--- config.mk ---
export PLATFORM = sky130hd
export DESIGN_NAME = gpfm_top
export DESIGN_NICKNAME = d
export VERILOG_FILES = /design/src/gpfm_pkg.sv /design/src/gpfm_port_mux.sv /design/src/gpfm_top.sv
export SDC_FILE = /design/constraint.sdc
export NUM_CORES = 1
export LEC_CHECK = 0
export ABC_CLOCK_PERIOD_IN_PS = 2550
export BUFFER_PORTS_ARGS = -buffer_cell sky130_fd_sc_hd__buf_2
export CORE_UTILIZATION = 40
export DETAILED_ROUTE_END_ITERATION = 8
export MAX_ROUTING_LAYER = met4
export PLACE_DENSITY = 0.76
export SLEW_MARGIN = 20
export SYNTH_ARGS = -nofsm -noshare
export SYNTH_HDL_FRONTEND = slang
export SYNTH_SLANG_ARGS = --single-unit
--- constraint.sdc ---
create_clock -name mclk -period 2.55 [get_ports mclk]
set_input_delay 0.6375 -clock mclk [delete_from_list [all_inputs] [get_ports mclk]]
set_output_delay 0.6375 -clock mclk [all_outputs]
set_load 0.005 [all_outputs]
--- src/gpfm_pkg.sv ---
// Package with register map, field layout and routing constants of the port function mux
package gpfm_pkg;

	// Byte addresses of the three port function-select registers
	localparam logic [31:0] GPFM_PORT0_SEL_ADDR = 32'hFFFF0D00;
	localparam logic [31:0] GPFM_PORT1_SEL_ADDR = 32'hFFFF0D04;
	localparam logic [31:0] GPFM_PORT2_SEL_ADDR = 32'hFFFF0D08;

	// Reset value of every function-select register
	localparam logic [31:0] GPFM_SEL_RESET = 32'h00000000;

	// Pins per port and position of each port in the flat pin vector
	localparam int GPFM_P0_PINS = 7;
	localparam int GPFM_P1_PINS = 7;
	localparam int GPFM_P2_PINS = 2;
	localparam int GPFM_NPINS = 16;
	localparam int GPFM_P0_BASE = 0;
	localparam int GPFM_P1_BASE = 7;
	localparam int GPFM_P2_BASE = 14;

	// Lowest bit of each pin's two-bit field
	localparam int GPFM_FLD0_LSB = 0;
	localparam int GPFM_FLD1_LSB = 4;
	localparam int GPFM_FLD2_LSB = 8;
	localparam int GPFM_FLD3_LSB = 12;
	localparam int GPFM_FLD4_LSB = 16;
	localparam int GPFM_FLD5_LSB = 20;
	localparam int GPFM_FLD6_LSB = 24;

	// Field codes
	localparam logic [1:0] GPFM_CODE_GPIO = 2'h0;
	localparam logic [1:0] GPFM_CODE_ALT = 2'h1;

	// Level handed to a peripheral input while its pin is not routed to it
	localparam logic GPFM_SS_IDLE = 1'h1;
	localparam logic GPFM_SCLK_IDLE = 1'h0;
	localparam logic GPFM_DATA_IDLE = 1'h0;
	localparam logic GPFM_CTS_IDLE = 1'h1;
	localparam logic GPFM_RX_IDLE = 1'h1;
	localparam logic GPFM_SYNC_IDLE = 1'h0;
	localparam logic GPFM_TRIP_IDLE = 1'h0;

	// Keeps one bit per pin: set only for the alternate code, other codes fall back to GPIO
	function automatic logic [6:0] gpfm_unpack(input logic [31:0] w);
		logic [6:0] s;
		s = 7'h00;
		s[0] = (w[GPFM_FLD0_LSB +: 2] == GPFM_CODE_ALT);
		s[1] = (w[GPFM_FLD1_LSB +: 2] == GPFM_CODE_ALT);
		s[2] = (w[GPFM_FLD2_LSB +: 2] == GPFM_CODE_ALT);
		s[3] = (w[GPFM_FLD3_LSB +: 2] == GPFM_CODE_ALT);
		s[4] = (w[GPFM_FLD4_LSB +: 2] == GPFM_CODE_ALT);
		s[5] = (w[GPFM_FLD5_LSB +: 2] == GPFM_CODE_ALT);
		s[6] = (w[GPFM_FLD6_LSB +: 2] == GPFM_CODE_ALT);
		return s;
	endfunction

	// Rebuilds the register image; reserved pairs stay zero
	function automatic logic [31:0] gpfm_pack(input logic [6:0] s);
		logic [31:0] w;
		w = GPFM_SEL_RESET;
		for (int i = 0; i < 7; i++) begin
			w[4 * i] = s[i];
		end
		return w;
	endfunction

endpackage

--- src/gpfm_port_mux.sv ---
// One port's output mux and peripheral input steering
`timescale 1ns/1ps
`default_nettype none

module gpfm_port_mux
	import gpfm_pkg::*;
#(
	parameter int W = 7
) (
	input wire logic [W-1:0] sel,
	input wire logic [W-1:0] pin_in,
	input wire logic [W-1:0] gpio_out,
	input wire logic [W-1:0] gpio_oe,
	input wire logic [W-1:0] alt_out,
	input wire logic [W-1:0] alt_oe,
	input wire logic [W-1:0] alt_idle,
	output logic [W-1:0] pin_out,
	output logic [W-1:0] pin_oe,
	output logic [W-1:0] alt_in,
	output logic [W-1:0] gpio_fn_in
);

	// Per pin choice between GPIO and the alternate function
	always_comb begin
		for (int i = 0; i < W; i++) begin
			if (sel[i]) begin
				// Alternate function owns the pad
				pin_out[i] = alt_out[i];
				pin_oe[i] = alt_oe[i];
				alt_in[i] = pin_in[i];
				gpio_fn_in[i] = 1'h0;
			end else begin
				// Plain GPIO; shared interrupt and clock inputs see the pad
				pin_out[i] = gpio_out[i];
				pin_oe[i] = gpio_oe[i];
				alt_in[i] = alt_idle[i];
				gpio_fn_in[i] = pin_in[i];
			end
		end
	end

endmodule

`default_nettype wire

--- src/gpfm_top.sv ---
// Port pin function multiplexer with its three function-select registers
`timescale 1ns/1ps
`default_nettype none

// How it works
// - Reset leaves all pins in GPIO
// - Power-save freezes configuration and driven levels
// - Three ports of seven, seven, two pins
// - Only select-register fields choose the function
// - Code 00 gives GPIO plus shared inputs
// - Port0 pins0-3 carry SPI with code 01
// - Port0 pin4 drives pulse out 1
// - UART handshake and serial lines on 01
// - Port1 pins2,3 feed sync and trip
// - Remaining pins drive pulse outputs 2-5,0
// - Bits 1:0 select pin 0
// - Bits 5:4 select pin 1
// - Bits 9:8 select pin 2
// - Bits 13:12 select pin 3
// - Bits 17:16 select pin 4
// - Bits 21:20 select pin 5
// - Bits 25:24 select pin 6
module gpfm_top
	import gpfm_pkg::*;
(
	input wire logic mclk,
	input wire logic reset,
	input wire logic [31:0] bus_addr,
	input wire logic [31:0] bus_wdata,
	input wire logic bus_wr,
	input wire logic bus_rd,
	output logic [31:0] bus_rdata,
	input wire logic power_save,
	input wire logic [15:0] pin_in,
	output logic [15:0] pin_out,
	output logic [15:0] pin_oe,
	input wire logic [15:0] gpio_out,
	input wire logic [15:0] gpio_oe,
	output logic [15:0] gpio_in,
	input wire logic spi_ss_out,
	input wire logic spi_ss_oe,
	output logic spi_ss_in,
	input wire logic spi_sclk_out,
	input wire logic spi_sclk_oe,
	output logic spi_sclk_in,
	input wire logic spi_miso_out,
	input wire logic spi_miso_oe,
	output logic spi_miso_in,
	input wire logic spi_mosi_out,
	input wire logic spi_mosi_oe,
	output logic spi_mosi_in,
	output logic uart_cts_in,
	input wire logic uart_rts_out,
	output logic uart_serial_in,
	input wire logic uart_serial_out,
	output logic pwm_sync_in,
	output logic pwm_trip_in,
	input wire logic pulse_out_0,
	input wire logic pulse_out_1,
	input wire logic pulse_out_2,
	input wire logic pulse_out_3,
	input wire logic pulse_out_4,
	input wire logic pulse_out_5,
	output logic ext_interrupt_in0,
	output logic ext_interrupt_in1,
	output logic ext_interrupt_in2,
	output logic ext_interrupt_in3,
	output logic external_clock_in,
	output logic timer_capture_in
);

	// Whole registered state of the block
	typedef struct packed {
		logic [6:0] sel0; // Port 0 alternate-function bits
		logic [6:0] sel1; // Port 1 alternate-function bits
		logic [1:0] sel2; // Port 2 alternate-function bits
		logic [31:0] rdata; // Read data, valid one cycle after the strobe
		logic [15:0] pout; // Pad output levels
		logic [15:0] poe; // Pad output enables
		logic [15:0] gin; // Pad levels seen by GPIO
		logic [6:0] p0_in; // Port 0 peripheral inputs
		logic [6:0] p1_in; // Port 1 peripheral inputs
		logic [3:0] ext_int; // External interrupt inputs
		logic ext_clk; // External clock input
		logic tcap; // Timer capture input
	} gpfm_state_type;

	gpfm_state_type q; // Registered state
	gpfm_state_type d; // Next state

	// Alternate-function drive of each port
	logic [6:0] alt0_out;
	logic [6:0] alt0_oe;
	logic [6:0] alt1_out;
	logic [6:0] alt1_oe;
	logic [1:0] alt2_out;
	logic [1:0] alt2_oe;

	// Idle levels of peripheral inputs per pin
	logic [6:0] idle0;
	logic [6:0] idle1;

	// Mux results per port
	logic [6:0] m0_out;
	logic [6:0] m0_oe;
	logic [6:0] m0_alt_in;
	logic [6:0] m0_fn_in;
	logic [6:0] m1_out;
	logic [6:0] m1_oe;
	logic [6:0] m1_alt_in;
	logic [6:0] m1_fn_in;
	logic [1:0] m2_out;
	logic [1:0] m2_oe;
	logic [1:0] m2_alt_in;
	logic [1:0] m2_fn_in;

	// Port 0: SPI on pins 0-3, pulse out 1, UART handshake on 5 and 6
	assign alt0_out = {uart_rts_out, 1'h0, pulse_out_1, spi_mosi_out, spi_miso_out, spi_sclk_out, spi_ss_out};
	assign alt0_oe = {1'h1, 1'h0, 1'h1, spi_mosi_oe, spi_miso_oe, spi_sclk_oe, spi_ss_oe};
	assign idle0 = {1'h0, GPFM_CTS_IDLE, 1'h0, GPFM_DATA_IDLE, GPFM_DATA_IDLE, GPFM_SCLK_IDLE, GPFM_SS_IDLE};

	// Port 1: UART serial lines, sync and trip inputs, pulse outs 2-4
	assign alt1_out = {pulse_out_4, pulse_out_3, pulse_out_2, 1'h0, 1'h0, uart_serial_out, 1'h0};
	assign alt1_oe = {1'h1, 1'h1, 1'h1, 1'h0, 1'h0, 1'h1, 1'h0};
	assign idle1 = {1'h0, 1'h0, 1'h0, GPFM_TRIP_IDLE, GPFM_SYNC_IDLE, 1'h0, GPFM_RX_IDLE};

	// Port 2: pulse outs 0 and 5
	assign alt2_out = {pulse_out_5, pulse_out_0};
	assign alt2_oe = 2'h3;

	// One mux per port, seven, seven and two pins wide
	gpfm_port_mux #(.W(GPFM_P0_PINS)) u_port0 (
		.sel(q.sel0),
		.pin_in(pin_in[GPFM_P0_BASE +: GPFM_P0_PINS]),
		.gpio_out(gpio_out[GPFM_P0_BASE +: GPFM_P0_PINS]),
		.gpio_oe(gpio_oe[GPFM_P0_BASE +: GPFM_P0_PINS]),
		.alt_out(alt0_out),
		.alt_oe(alt0_oe),
		.alt_idle(idle0),
		.pin_out(m0_out),
		.pin_oe(m0_oe),
		.alt_in(m0_alt_in),
		.gpio_fn_in(m0_fn_in)
	);

	gpfm_port_mux #(.W(GPFM_P1_PINS)) u_port1 (
		.sel(q.sel1),
		.pin_in(pin_in[GPFM_P1_BASE +: GPFM_P1_PINS]),
		.gpio_out(gpio_out[GPFM_P1_BASE +: GPFM_P1_PINS]),
		.gpio_oe(gpio_oe[GPFM_P1_BASE +: GPFM_P1_PINS]),
		.alt_out(alt1_out),
		.alt_oe(alt1_oe),
		.alt_idle(idle1),
		.pin_out(m1_out),
		.pin_oe(m1_oe),
		.alt_in(m1_alt_in),
		.gpio_fn_in(m1_fn_in)
	);

	gpfm_port_mux #(.W(GPFM_P2_PINS)) u_port2 (
		.sel(q.sel2),
		.pin_in(pin_in[GPFM_P2_BASE +: GPFM_P2_PINS]),
		.gpio_out(gpio_out[GPFM_P2_BASE +: GPFM_P2_PINS]),
		.gpio_oe(gpio_oe[GPFM_P2_BASE +: GPFM_P2_PINS]),
		.alt_out(alt2_out),
		.alt_oe(alt2_oe),
		.alt_idle(2'h0),
		.pin_out(m2_out),
		.pin_oe(m2_oe),
		.alt_in(m2_alt_in),
		.gpio_fn_in(m2_fn_in)
	);

	// Next-state logic: register writes, read data, pad drive, input steering
	always_comb begin
		d = q;
		// Writes are refused while the chip sleeps so the setup stays put
		if (bus_wr && !power_save) begin
			case (bus_addr)
				GPFM_PORT0_SEL_ADDR: begin
					d.sel0 = gpfm_unpack(bus_wdata);
				end
				GPFM_PORT1_SEL_ADDR: begin
					d.sel1 = gpfm_unpack(bus_wdata);
				end
				GPFM_PORT2_SEL_ADDR: begin
					d.sel2 = 2'(gpfm_unpack(bus_wdata));
				end
				default: begin
					// Unmapped write has no effect
				end
			endcase
		end
		// Read data stands only in the cycle after the strobe
		d.rdata = 32'h00000000;
		if (bus_rd) begin
			case (bus_addr)
				GPFM_PORT0_SEL_ADDR: begin
					d.rdata = gpfm_pack(q.sel0);
				end
				GPFM_PORT1_SEL_ADDR: begin
					d.rdata = gpfm_pack(q.sel1);
				end
				GPFM_PORT2_SEL_ADDR: begin
					d.rdata = gpfm_pack({5'h00, q.sel2});
				end
				default: begin
					// Unmapped read returns zero
				end
			endcase
		end
		// Pad drive freezes during power-save
		if (!power_save) begin
			d.pout = {m2_out, m1_out, m0_out};
			d.poe = {m2_oe, m1_oe, m0_oe};
		end
		// Input side keeps sampling
		d.gin = pin_in;
		d.p0_in = m0_alt_in;
		d.p1_in = m1_alt_in;
		d.ext_int = {m2_fn_in[1], m2_fn_in[0], m1_fn_in[0], m0_fn_in[4]};
		d.ext_clk = m2_fn_in[0];
		d.tcap = m1_fn_in[0];
	end

	// State register; reset puts every pin in GPIO
	always_ff @(posedge mclk or posedge reset) begin
		if (reset) begin
			q.sel0 <= GPFM_SEL_RESET[6:0];
			q.sel1 <= GPFM_SEL_RESET[6:0];
			q.sel2 <= GPFM_SEL_RESET[1:0];
			q.rdata <= 32'h00000000;
			q.pout <= 16'h0000;
			q.poe <= 16'h0000;
			q.gin <= 16'h0000;
			q.p0_in <= 7'h00;
			q.p1_in <= 7'h00;
			q.ext_int <= 4'h0;
			q.ext_clk <= 1'h0;
			q.tcap <= 1'h0;
		end else begin
			q <= d;
		end
	end

	// Outputs straight from the state register
	assign bus_rdata = q.rdata;
	assign pin_out = q.pout;
	assign pin_oe = q.poe;
	assign gpio_in = q.gin;
	assign spi_ss_in = q.p0_in[0];
	assign spi_sclk_in = q.p0_in[1];
	assign spi_miso_in = q.p0_in[2];
	assign spi_mosi_in = q.p0_in[3];
	assign uart_cts_in = q.p0_in[5];
	assign uart_serial_in = q.p1_in[0];
	assign pwm_sync_in = q.p1_in[2];
	assign pwm_trip_in = q.p1_in[3];
	assign ext_interrupt_in0 = q.ext_int[0];
	assign ext_interrupt_in1 = q.ext_int[1];
	assign ext_interrupt_in2 = q.ext_int[2];
	assign ext_interrupt_in3 = q.ext_int[3];
	assign external_clock_in = q.ext_clk;
	assign timer_capture_in = q.tcap;
endmodule

`default_nettype wire

==> summary by stage, run 1 <==
CTS
In this run, CTS created clock tree buffers numbering 9. In this run the number of H-tree levels came out at 3. For the worst-skew pair, the clock arrives at the later sink with an insertion delay of about 350 ps. The TritonCTS clock tree is done.

Hold repair after CTS inserted 0 buffers. Clock-pin slew was measured on the worst setup and hold paths at 90 ps. The maximum buffer depth of the clock tree is 2. The count of clock tree sinks is 83.

CTS placed an instance of clkbuf_8 at the clock tree root. The post-cts resize count is 0. The number of buffers inserted to repair setup after CTS is 0.

Placement
Input and output buffers added on the ports amount to between 150 and 200. The congestion estimate from routability-driven global placement came to between 0.8 and 0.9. The half-perimeter wire length after placement is ~6000 um.

Timing
The highest clock rate is between 0.4 and 0.5 GHz. The worst-case headroom to the max-slew limit is just over 60%. The worst path in the final design needs a cycle of ~2300 ps, including I/O delays and setup.

The final count of pins violating max slew is 0. The minimum hold slack is approximately 370 ps. The hold violation total from the final report is 0. Setup violations remaining at the end of the flow were counted as 0. The final cycle utilization of the critical path is around nine tenths.

For the pin with the worst max-slew slack, the measured transition is 564.1 ps. The setup TNS is 0 ps. Setup repair after global routing left no endpoint under its margin. The worst clock skew is roughly 11 ps.

Critical path
The worst setup path is launched from an input port. The worst path arrival time is between 2000 and 3000 ps. Among all stages on the critical path, the largest delay is contributed by or4_1. Among cell families on the critical path, the largest total delay comes from simple AND/OR/NAND/NOR gates. Along the worst path, the maximum fanout reaches 7. STA puts the critical path data required time at around 2800 ps. The total buffers and inverters traversed by the critical path is 2. The category of the most critical setup path is input port to flip-flop. Walking the worst path, the cells encountered are buf_2 -> or4_1 -> or3_4 -> nor4_4 -> buf_4 -> mux2_2.

The kind of end point of the critical path is a flip-flop. The worst stage delay on the critical path is 510 ps.

GRT
The total track usage is 17.18%. The aggregate global routing overflow is 0. Entering global routing, the biggest net connects between 80 and 90 pins. The global-route wire length before repair is between 10000 and 15000 um. The number of antenna violations at the first check in global routing is 1. The via count of the first global-routing pass is 2669.

Power and ir drop
For this design the ratio of total power to cell area is about 570 nW/um^2. The fraction of power consumed by combinational cells is between 10% and 20%. For this design the total switching power over the nets is about 0.64 mW.

Internal power comes to around 2.0 mW. Registers are responsible for 53.1% of the overall power. The part of the total power dissipated in the clock network is a little over a third. The net switching fraction of the power is between 20% and 30%.

For this design the static power due to leakage is between 2 and 2.5 nW. IR analysis of the VDD net gives a maximum drop of 0.0002325 V.

Min path
The path category of the worst min-delay check is input port to asynchronous set/reset pin.

Finish
After filler insertion, the fill cell instance count of the layout stands at ~870. The layout net count is 604. In the final layout, the share of cells above drive strength 1 is 46.95%.

The growth of design area from synthesis to finish is 20.19%.

Yosys
Sequential cells were found to cover 53.90% of the synthesized design area. The proportion of synthesized flip-flops having asynchronous set or reset is 100.0%. The dominant synthesized flop cell is dfrtp_1. The total number of yosys warnings is 0. Counting every instance in the synthesized netlist gives approximately 340. The number of register bits inferred by synthesis is a little over 80.

The count of cell types in the netlist is 27. Summing every instance area after synthesis gives roughly 3900 sq um. The count of flip-flops with a built-in enable after synthesis is 0. Each instance of the synthesized netlist takes up on average about 11 sq um.

Floorplanning
In this run the standard cell core region covers 9284 sq um. The initial core utilization is 41.51%. approximately 230 I/O pins were placed. Measured along the x axis, the die boundary spans approximately 100 um. The die footprint is about 10000 sq um. Row generation in the floorplan step produced 35 rows. The die outline height is between 100 and 150 um.

Routing
Once detail routing completed, the nets flagged for antenna violations numbered 0. The total number of vias is 2715. The total DRC errors in the routed layout is 0. Dividing the detail-routed wire length by the instance count gives roughly 14 um.

Before antenna repair, the detailed router went through 4 iterations. The violation count after the first detailed-routing iteration is 56. Using the TritonRoute via totals, the vias-per-cell ratio works out to about 4.5. The total length of routed wires is about 8200 um.

Job
Across the run, the number of max-cap violations was 0.

Status
The flow ran to the end, and the final reports show no timing, DRC or antenna violations.
synthesized netlist by cell type, types with 2 or more instances:
| master | n | share of area (%) |
|---|---|---|
| and4_1 | 2 | 0.45 |
| nand3_1 | 2 | 0.26 |
| mux2i_1 | 23 | 6.0 |
| nand4_1 | 4 | 0.65 |
| nand2b_1 | 4 | 0.65 |
| o21ai_0 | 26 | 3.4 |
| dfrtp_1 | 83 | 54 |
| nor4bb_1 | 2 | 0.52 |
| or4_1 | 2 | 0.39 |
| buf_4 | 82 | 16 |
| nor2_1 | 18 | 1.8 |
| a22o_1 | 8 | 1.8 |
| clkbuf_1 | 8 | 0.78 |
| mux2_2 | 16 | 4.7 |
| and2_1 | 7 | 1.1 |
| nor2b_1 | 13 | 2.1 |
| nor4b_1 | 2 | 0.45 |
| nand2_1 | 27 | 2.6 |
routing by layer:
layer	vias to the layer above	track usage (%)	part of all wire [%]
li1	1298	-	-
met1	1286	20.02	43
met2	118	28.56	50
met3	13	3.900	6.3
met4	0	7.358	1.5
met5	-	-	0
power by group through the flow:
stage	sequential [mW]	clock, mW	combinational, mW
global route	1.41	1.05	0.325
CTS	1.40	0.990	0.292
finish	1.40	0.954	0.287
floorplan	1.42	0	0.222
detailed placement	1.43	0	0.293
global placement	1.43	0	0.283
layout by cell type, fill, tap and decap left out, types with 2 or more instances in the layout:
cell	count
buf_2	183
dfrtp_1	83
nand2_1	27
o21ai_0	26
conb_1	25
mux2i_1	23
nor2_1	18
mux2_2	16
nor2b_1	13
clkbuf_8	10
a22o_1	8
and2_1	7
nand4_1	4
nand2b_1	4
buf_4	4
clkinvlp_4	3
nor4bb_1	2
and4_1	2
nor4b_1	2
nand3_1	2
or4_1	2
logic make-up (layout without fill, tap and decap cells):
| kind of cell | Yosys count | in the layout | synth area share (%) |
|---|---|---|---|
| buf+inv | 91 | 204 | 16.85 |
| mux | 39 | 39 | 10.65 |
| flops | 83 | 83 | 53.90 |
| simple gates | 90 | 90 | 13.31 |
| compound gates | 34 | 34 | 5.195 |
| other cells | 1 | 26 | 0.09731 |
registers in the layout, summed over array words and instances, names as in the netlist, 7 cells and up:
name and count:
bus_rdata 7, gpio_in 16, pin_oe 16, pin_out 16, q 16
tightest hold or removal path: stages:
cell        delay, ps
buf_2             110
clkinvlp_4         70
buf_12            330
final timing paths:
| path | from | end | slack [ps] | depth (start not counted) |
|---|---|---|---|---|
| max | bus_addr[1] | q[102] | 260 | 6 |
| min | reset | gpio_in[3] | 370 | 3 |
| max reg2reg | q[110] | bus_rdata[4] | 1580 | 3 |
| min reg2reg | q[114] | uart_cts_in | 490 | 1 |
| max in group asynchronous | reset | uart_serial_in | 1770 | 3 |
| min in group mclk | pin_in[6] | gpio_in[6] | 390 | 1 |
stage by stage:
step	utilization, %	cell area (sq um)	power [mW]	worst slack [ps]	std cells
after floorplan	-	3948	1.646	54.65	362
after global placement	47.71	4429	1.710	-80.81	589
after detailed placement	47.71	4429	1.721	-94.97	589
after CTS	49.87	4629	2.686	272.5	604
after global routing	49.89	4632	2.787	230.6	605
final	49.89	4632	2.645	263.8	605
area by class of cell:
cell class / count / area, sq um / area share [%]
clock inverters: 5 / 62.56 / 1.351
well taps: 129 / 161.4 / 3.485
clock buffers: 10 / 137.6 / 2.971
multi-input cells: 188 / 1217 / 26.28
inverters: 1 / 7.507 / 0.1621
repair buffers: 188 / 965.9 / 20.85
diodes: 1 / 2.502 / 0.05402
flip-flops and latches: 83 / 2077 / 44.84
No activity file was read; power rests on OpenSTA's default activity.
==> run 2: changes to the inputs <==
--- a/config.mk
+++ b/config.mk
@@ -5,12 +5,13 @@
 export SDC_FILE = /design/constraint.sdc
 export NUM_CORES = 1
 export LEC_CHECK = 0
+export ABC_AREA = 1
 export ABC_CLOCK_PERIOD_IN_PS = 2550
 export BUFFER_PORTS_ARGS = -buffer_cell sky130_fd_sc_hd__buf_2
 export CORE_UTILIZATION = 40
 export DETAILED_ROUTE_END_ITERATION = 8
 export MAX_ROUTING_LAYER = met4
-export PLACE_DENSITY = 0.76
+export PLACE_DENSITY = 0.75
 export SLEW_MARGIN = 20
 export SYNTH_ARGS = -nofsm -noshare
 export SYNTH_HDL_FRONTEND = slang
==> summary by stage, run 2 <==
Status
The flow ran to the end, and the final reports show no timing, DRC or antenna violations.

Yosys
The count of flip-flops with a built-in enable after synthesis is 0 (unchanged). The most frequent cell after synthesis is nand2_1. The number of register bits inferred by synthesis is 83 (unchanged). The simple-gate share of the synthesized area came to 19.32% (+6.0 points).

The total number of yosys warnings came to 0 (unchanged). The fraction of synthesized cell area taken by the top area cell type is 51.14% (-2.8 points). The register area share after synthesis is 51.14% (-2.8 points).

By area, the combinational part of the netlist is dominated by buffers and inverters. The count of cell types in the netlist is 22 (-19%). Counting instances in the post-synthesis netlist gives the leading cell types as nand2_1, buf_4, dfrtp_1. The average cell area after synthesis came to 8.791 sq um (-23%). The post-synthesis compound-gate area fraction came to 8.071% (+2.9 points). Ranked by total cell area, the synthesized netlist is headed by dfrtp_1, buf_4, nand2_1, a21oi_1, inv_1. The leading area contributor after synthesis is dfrtp_1.

The xor-xnor portion of the synthesized cell area is 0% (unchanged). For this run, the leading register cell type out of synthesis is dfrtp_1. The adder and majority gate portion of the synthesized area is 0% (unchanged). The number of cells produced by synthesis is 462 (+37%). The proportion of synthesized flip-flops having asynchronous set or reset is 100.0% (unchanged). The cell area after synthesis is 4061 sq um (+5.4%).

The mux cell area share after synthesis came to 0% (-11 points).

CTS
The clock tree root driver cell is clkbuf_8. The number of buffers inserted to repair setup after CTS was 0 (unchanged). The H-tree depth is 3 (unchanged). The clock transition at the register clock pins on the worst setup and hold paths after CTS is 80 ps (about the same). The number of CTS-inserted buffers is 9 (unchanged). The maximum buffer depth of the clock tree is 2 (unchanged). The number of buffers added to fix hold violations after cts is 0 (unchanged). The count of clock tree sinks is 83 (unchanged). The post-cts resize count came to 0 (unchanged). The clock network latency to the later pin of the worst-skew pair is 340 ps (about the same).

TritonCTS built the clock tree.

Routing
The average wire per cell in the routed design is 12.87 um (-4.9%). The detailed-router iteration count before antenna repair was 4 (unchanged). The total number of vias is 3214 (+18%). The violation count after the first detailed-routing iteration is 88 (+57%). The via-per-instance ratio is 4.397 (-2.0%).

The number of nets still failing antenna checks after routing is 0 (unchanged). The total length of routed wires is 9405 um (+15%). The total DRC errors in the routed layout is 0 (unchanged).

Placement
The half-perimeter wire length after placement was 7408 um (+23%). The number of port buffers is 183 (unchanged). The cell area reported after detailed placement is 4611 sq um (+4.1%). The routability congestion estimate was 0.7753 (-6.6%).

Floorplanning
The initial core utilization was 41.36% (-0.15 points). The die footprint is 10560 sq um (+5.3%). The die span in x is 102.8 um (+2.6%). The number of primary I/O pins came to 227 (unchanged).

The placement row count was 36 (+2.9%). The die outline height is 102.8 um (+2.6%). The core region area is 9819 sq um (+5.8%).

Finish
In the layout the commonest cells are buf_2, nand2_1, dfrtp_1. The share of the core filled with cells is 48.85% (-1.0 points). The cell area after layout came to 4797 sq um (+3.6%). The growth of design area from synthesis to finish is 18.11%. The number of antenna repair diodes was 0 (-1).

The share of post-route cells with drive strength above 1 is 38.13% (-8.8 points). The layout net count is 726 (+20%). Leaving out fill and tap cells, the most frequent cell in the layout is buf_2.

Critical path
The endpoint required time on the critical path is 2770 ps (about the same). The worst stage delay on the critical path was 380 ps (-130 ps). The worst path arrival time is 1910 ps (-600 ps). The critical path startpoint is bus_addr[16].

The startpoint identified for the worst register-to-register timing path is q[109]. The kind of end point of the critical path is a flip-flop. Walking the worst path, the cells encountered are buf_2 -> nand2_1 -> nor2_1 -> nand2_1 -> nor2_4 -> nand2_2 -> nor2_4 -> o21ai_0. The total buffers and inverters traversed by the critical path is 1 (-1). In this design, the largest share of critical-path delay is due to simple AND/OR/NAND/NOR gates. The type of origin of the critical path is an input port. The critical path is of the input port to flip-flop type.

The largest individual stage delay along the critical path comes from the cell nor2_4. The maximum net fanout on the critical path came to 14 (+7).

GRT
The aggregate global routing overflow is 0 (unchanged). The total track usage is 18.63% (+1.4 points). The global-route wire length before repair is 14100 um (+11%). The via count of the first global-routing pass came to 3052 (+14%). The maximum number of pins on one net before global-route repair is 33 (-61%). The number of antenna violations at the first check in global routing is 0 (-1).

Power and ir drop
The peak supply drop came to 0.0002795 V (+20%). The static leakage power was 2.717 nW (+13%). The internal power summed over all cells was 1.953 mW (-2.4%). The part of the total power dissipated in sequential elements came to 53.7% (+0.6 points).

The net switching fraction of the power is 24.32% (about the same). The part of the total power dissipated in the clock network is 35.2% (-0.9 points). The switching power total came to 0.6277 mW (-2.5%). The fraction of power consumed by combinational cells is 11.1% (+0.2 points). The overall power after layout is 2.581 mW (-2.4%).

The power per cell area is 538.0 nW/um^2 (-5.8%).

Timing
The count of final setup violators is 0 (unchanged). The hold violation total from the final report is 0 (unchanged). The final cycle utilization of the critical path came to 66.53% (-23 points). The worst-case headroom to the max-slew limit is 58.50% (-3.9 points).

The shortest clock period the worst path allows after layout is 1697 ps (-589.5 ps). The final count of pins violating max slew is 0 (unchanged). The minimum hold slack is 359.0 ps (-14.04 ps). Setup repair after global routing left no endpoint under its margin. The transition time at the pin with the least slew margin is 621.2 ps (+57.11 ps). The highest clock rate came to 0.5894 GHz (+35%). The worst clock skew is 8.639 ps (-2.035 ps). The setup TNS is 0 ps (unchanged).

Job
The total of max-cap violations came to 0 (unchanged).

Min path
The path class of the tightest hold or removal check is input port to asynchronous set/reset pin.
-- run 2: changes by cell type after synthesis, sizes merged, moves of 13 or more --
cell and delta:
nand2 +80, nand3 +19, mux2i -23, nor2 +26
inv +50, a21oi +37, nor2b -13, mux2 -16
-- run 2: kinds of logic (layout without fill, tap and decap cells) --
logic type / count (synthesis) / count (layout)
AOI/OAI and AO/OA: 61 / 61
other: 1 / 25
DFF: 83 / 83
buffers and inverters: 143 / 255
and+or+nand+nor: 174 / 174
-- run 2: through the flow --
stage               setup WS, ps  std cells
detailed placement         461.7        715
global route               689.5        731
floorplan                  960.7        486
finish                     853.4        731
global placement           550.6        715
CTS                        850.0        731
-- run 2: final timing paths --
path                            slack [ps]  cells past startpoint           to
worst min register to register         480                      2   pin_oe[15]
min in group mclk                      400                      1  gpio_in[11]
worst max-delay path                   850                      8       q[106]
max in group asynchronous             1440                      3    pin_oe[0]
worst max register to register        1600                      2    spi_ss_in
worst min-delay path                   360                      2       q[113]
-- run 2: cell type report --
type | count | area, sq um
Sequential cell | 83 | 2077
Inverter | 51 | 195.2
Clock buffer | 12 | 135.1
Multi-Input combinational cell | 260 | 1206
Tap cell | 133 | 166.4
Fill cell | 975 | 5022
Clock inverter | 4 | 51.30
Timing Repair Buffer | 188 | 965.9
-- run 2: power by group through the flow --
stage	logic [mW]	clock network, mW	registers [mW]
after floorplan	0.203	0	1.41
after global placement	0.280	0	1.41
after detailed placement	0.291	0	1.41
after CTS	0.291	0.942	1.39
after global routing	0.328	0.996	1.39
final	0.286	0.908	1.39
-- run 2: worst reg2reg max path, stage by stage (launching register included) --
cell and delay (ps):
dfrtp_1 430, inv_1 130, or2_2 290
-- run 2: routing by layer --
metal  wire length (um)  up-vias  track usage [%]  part of all wire [%]
met4                116        0            6.392                   1.2
li1                   -     1575                -                     -
met3                659       13            4.339                   7.0
met5                  0        -                -                     0
met2               4818      155            33.44                    51
met1               3812     1471            20.14                    41
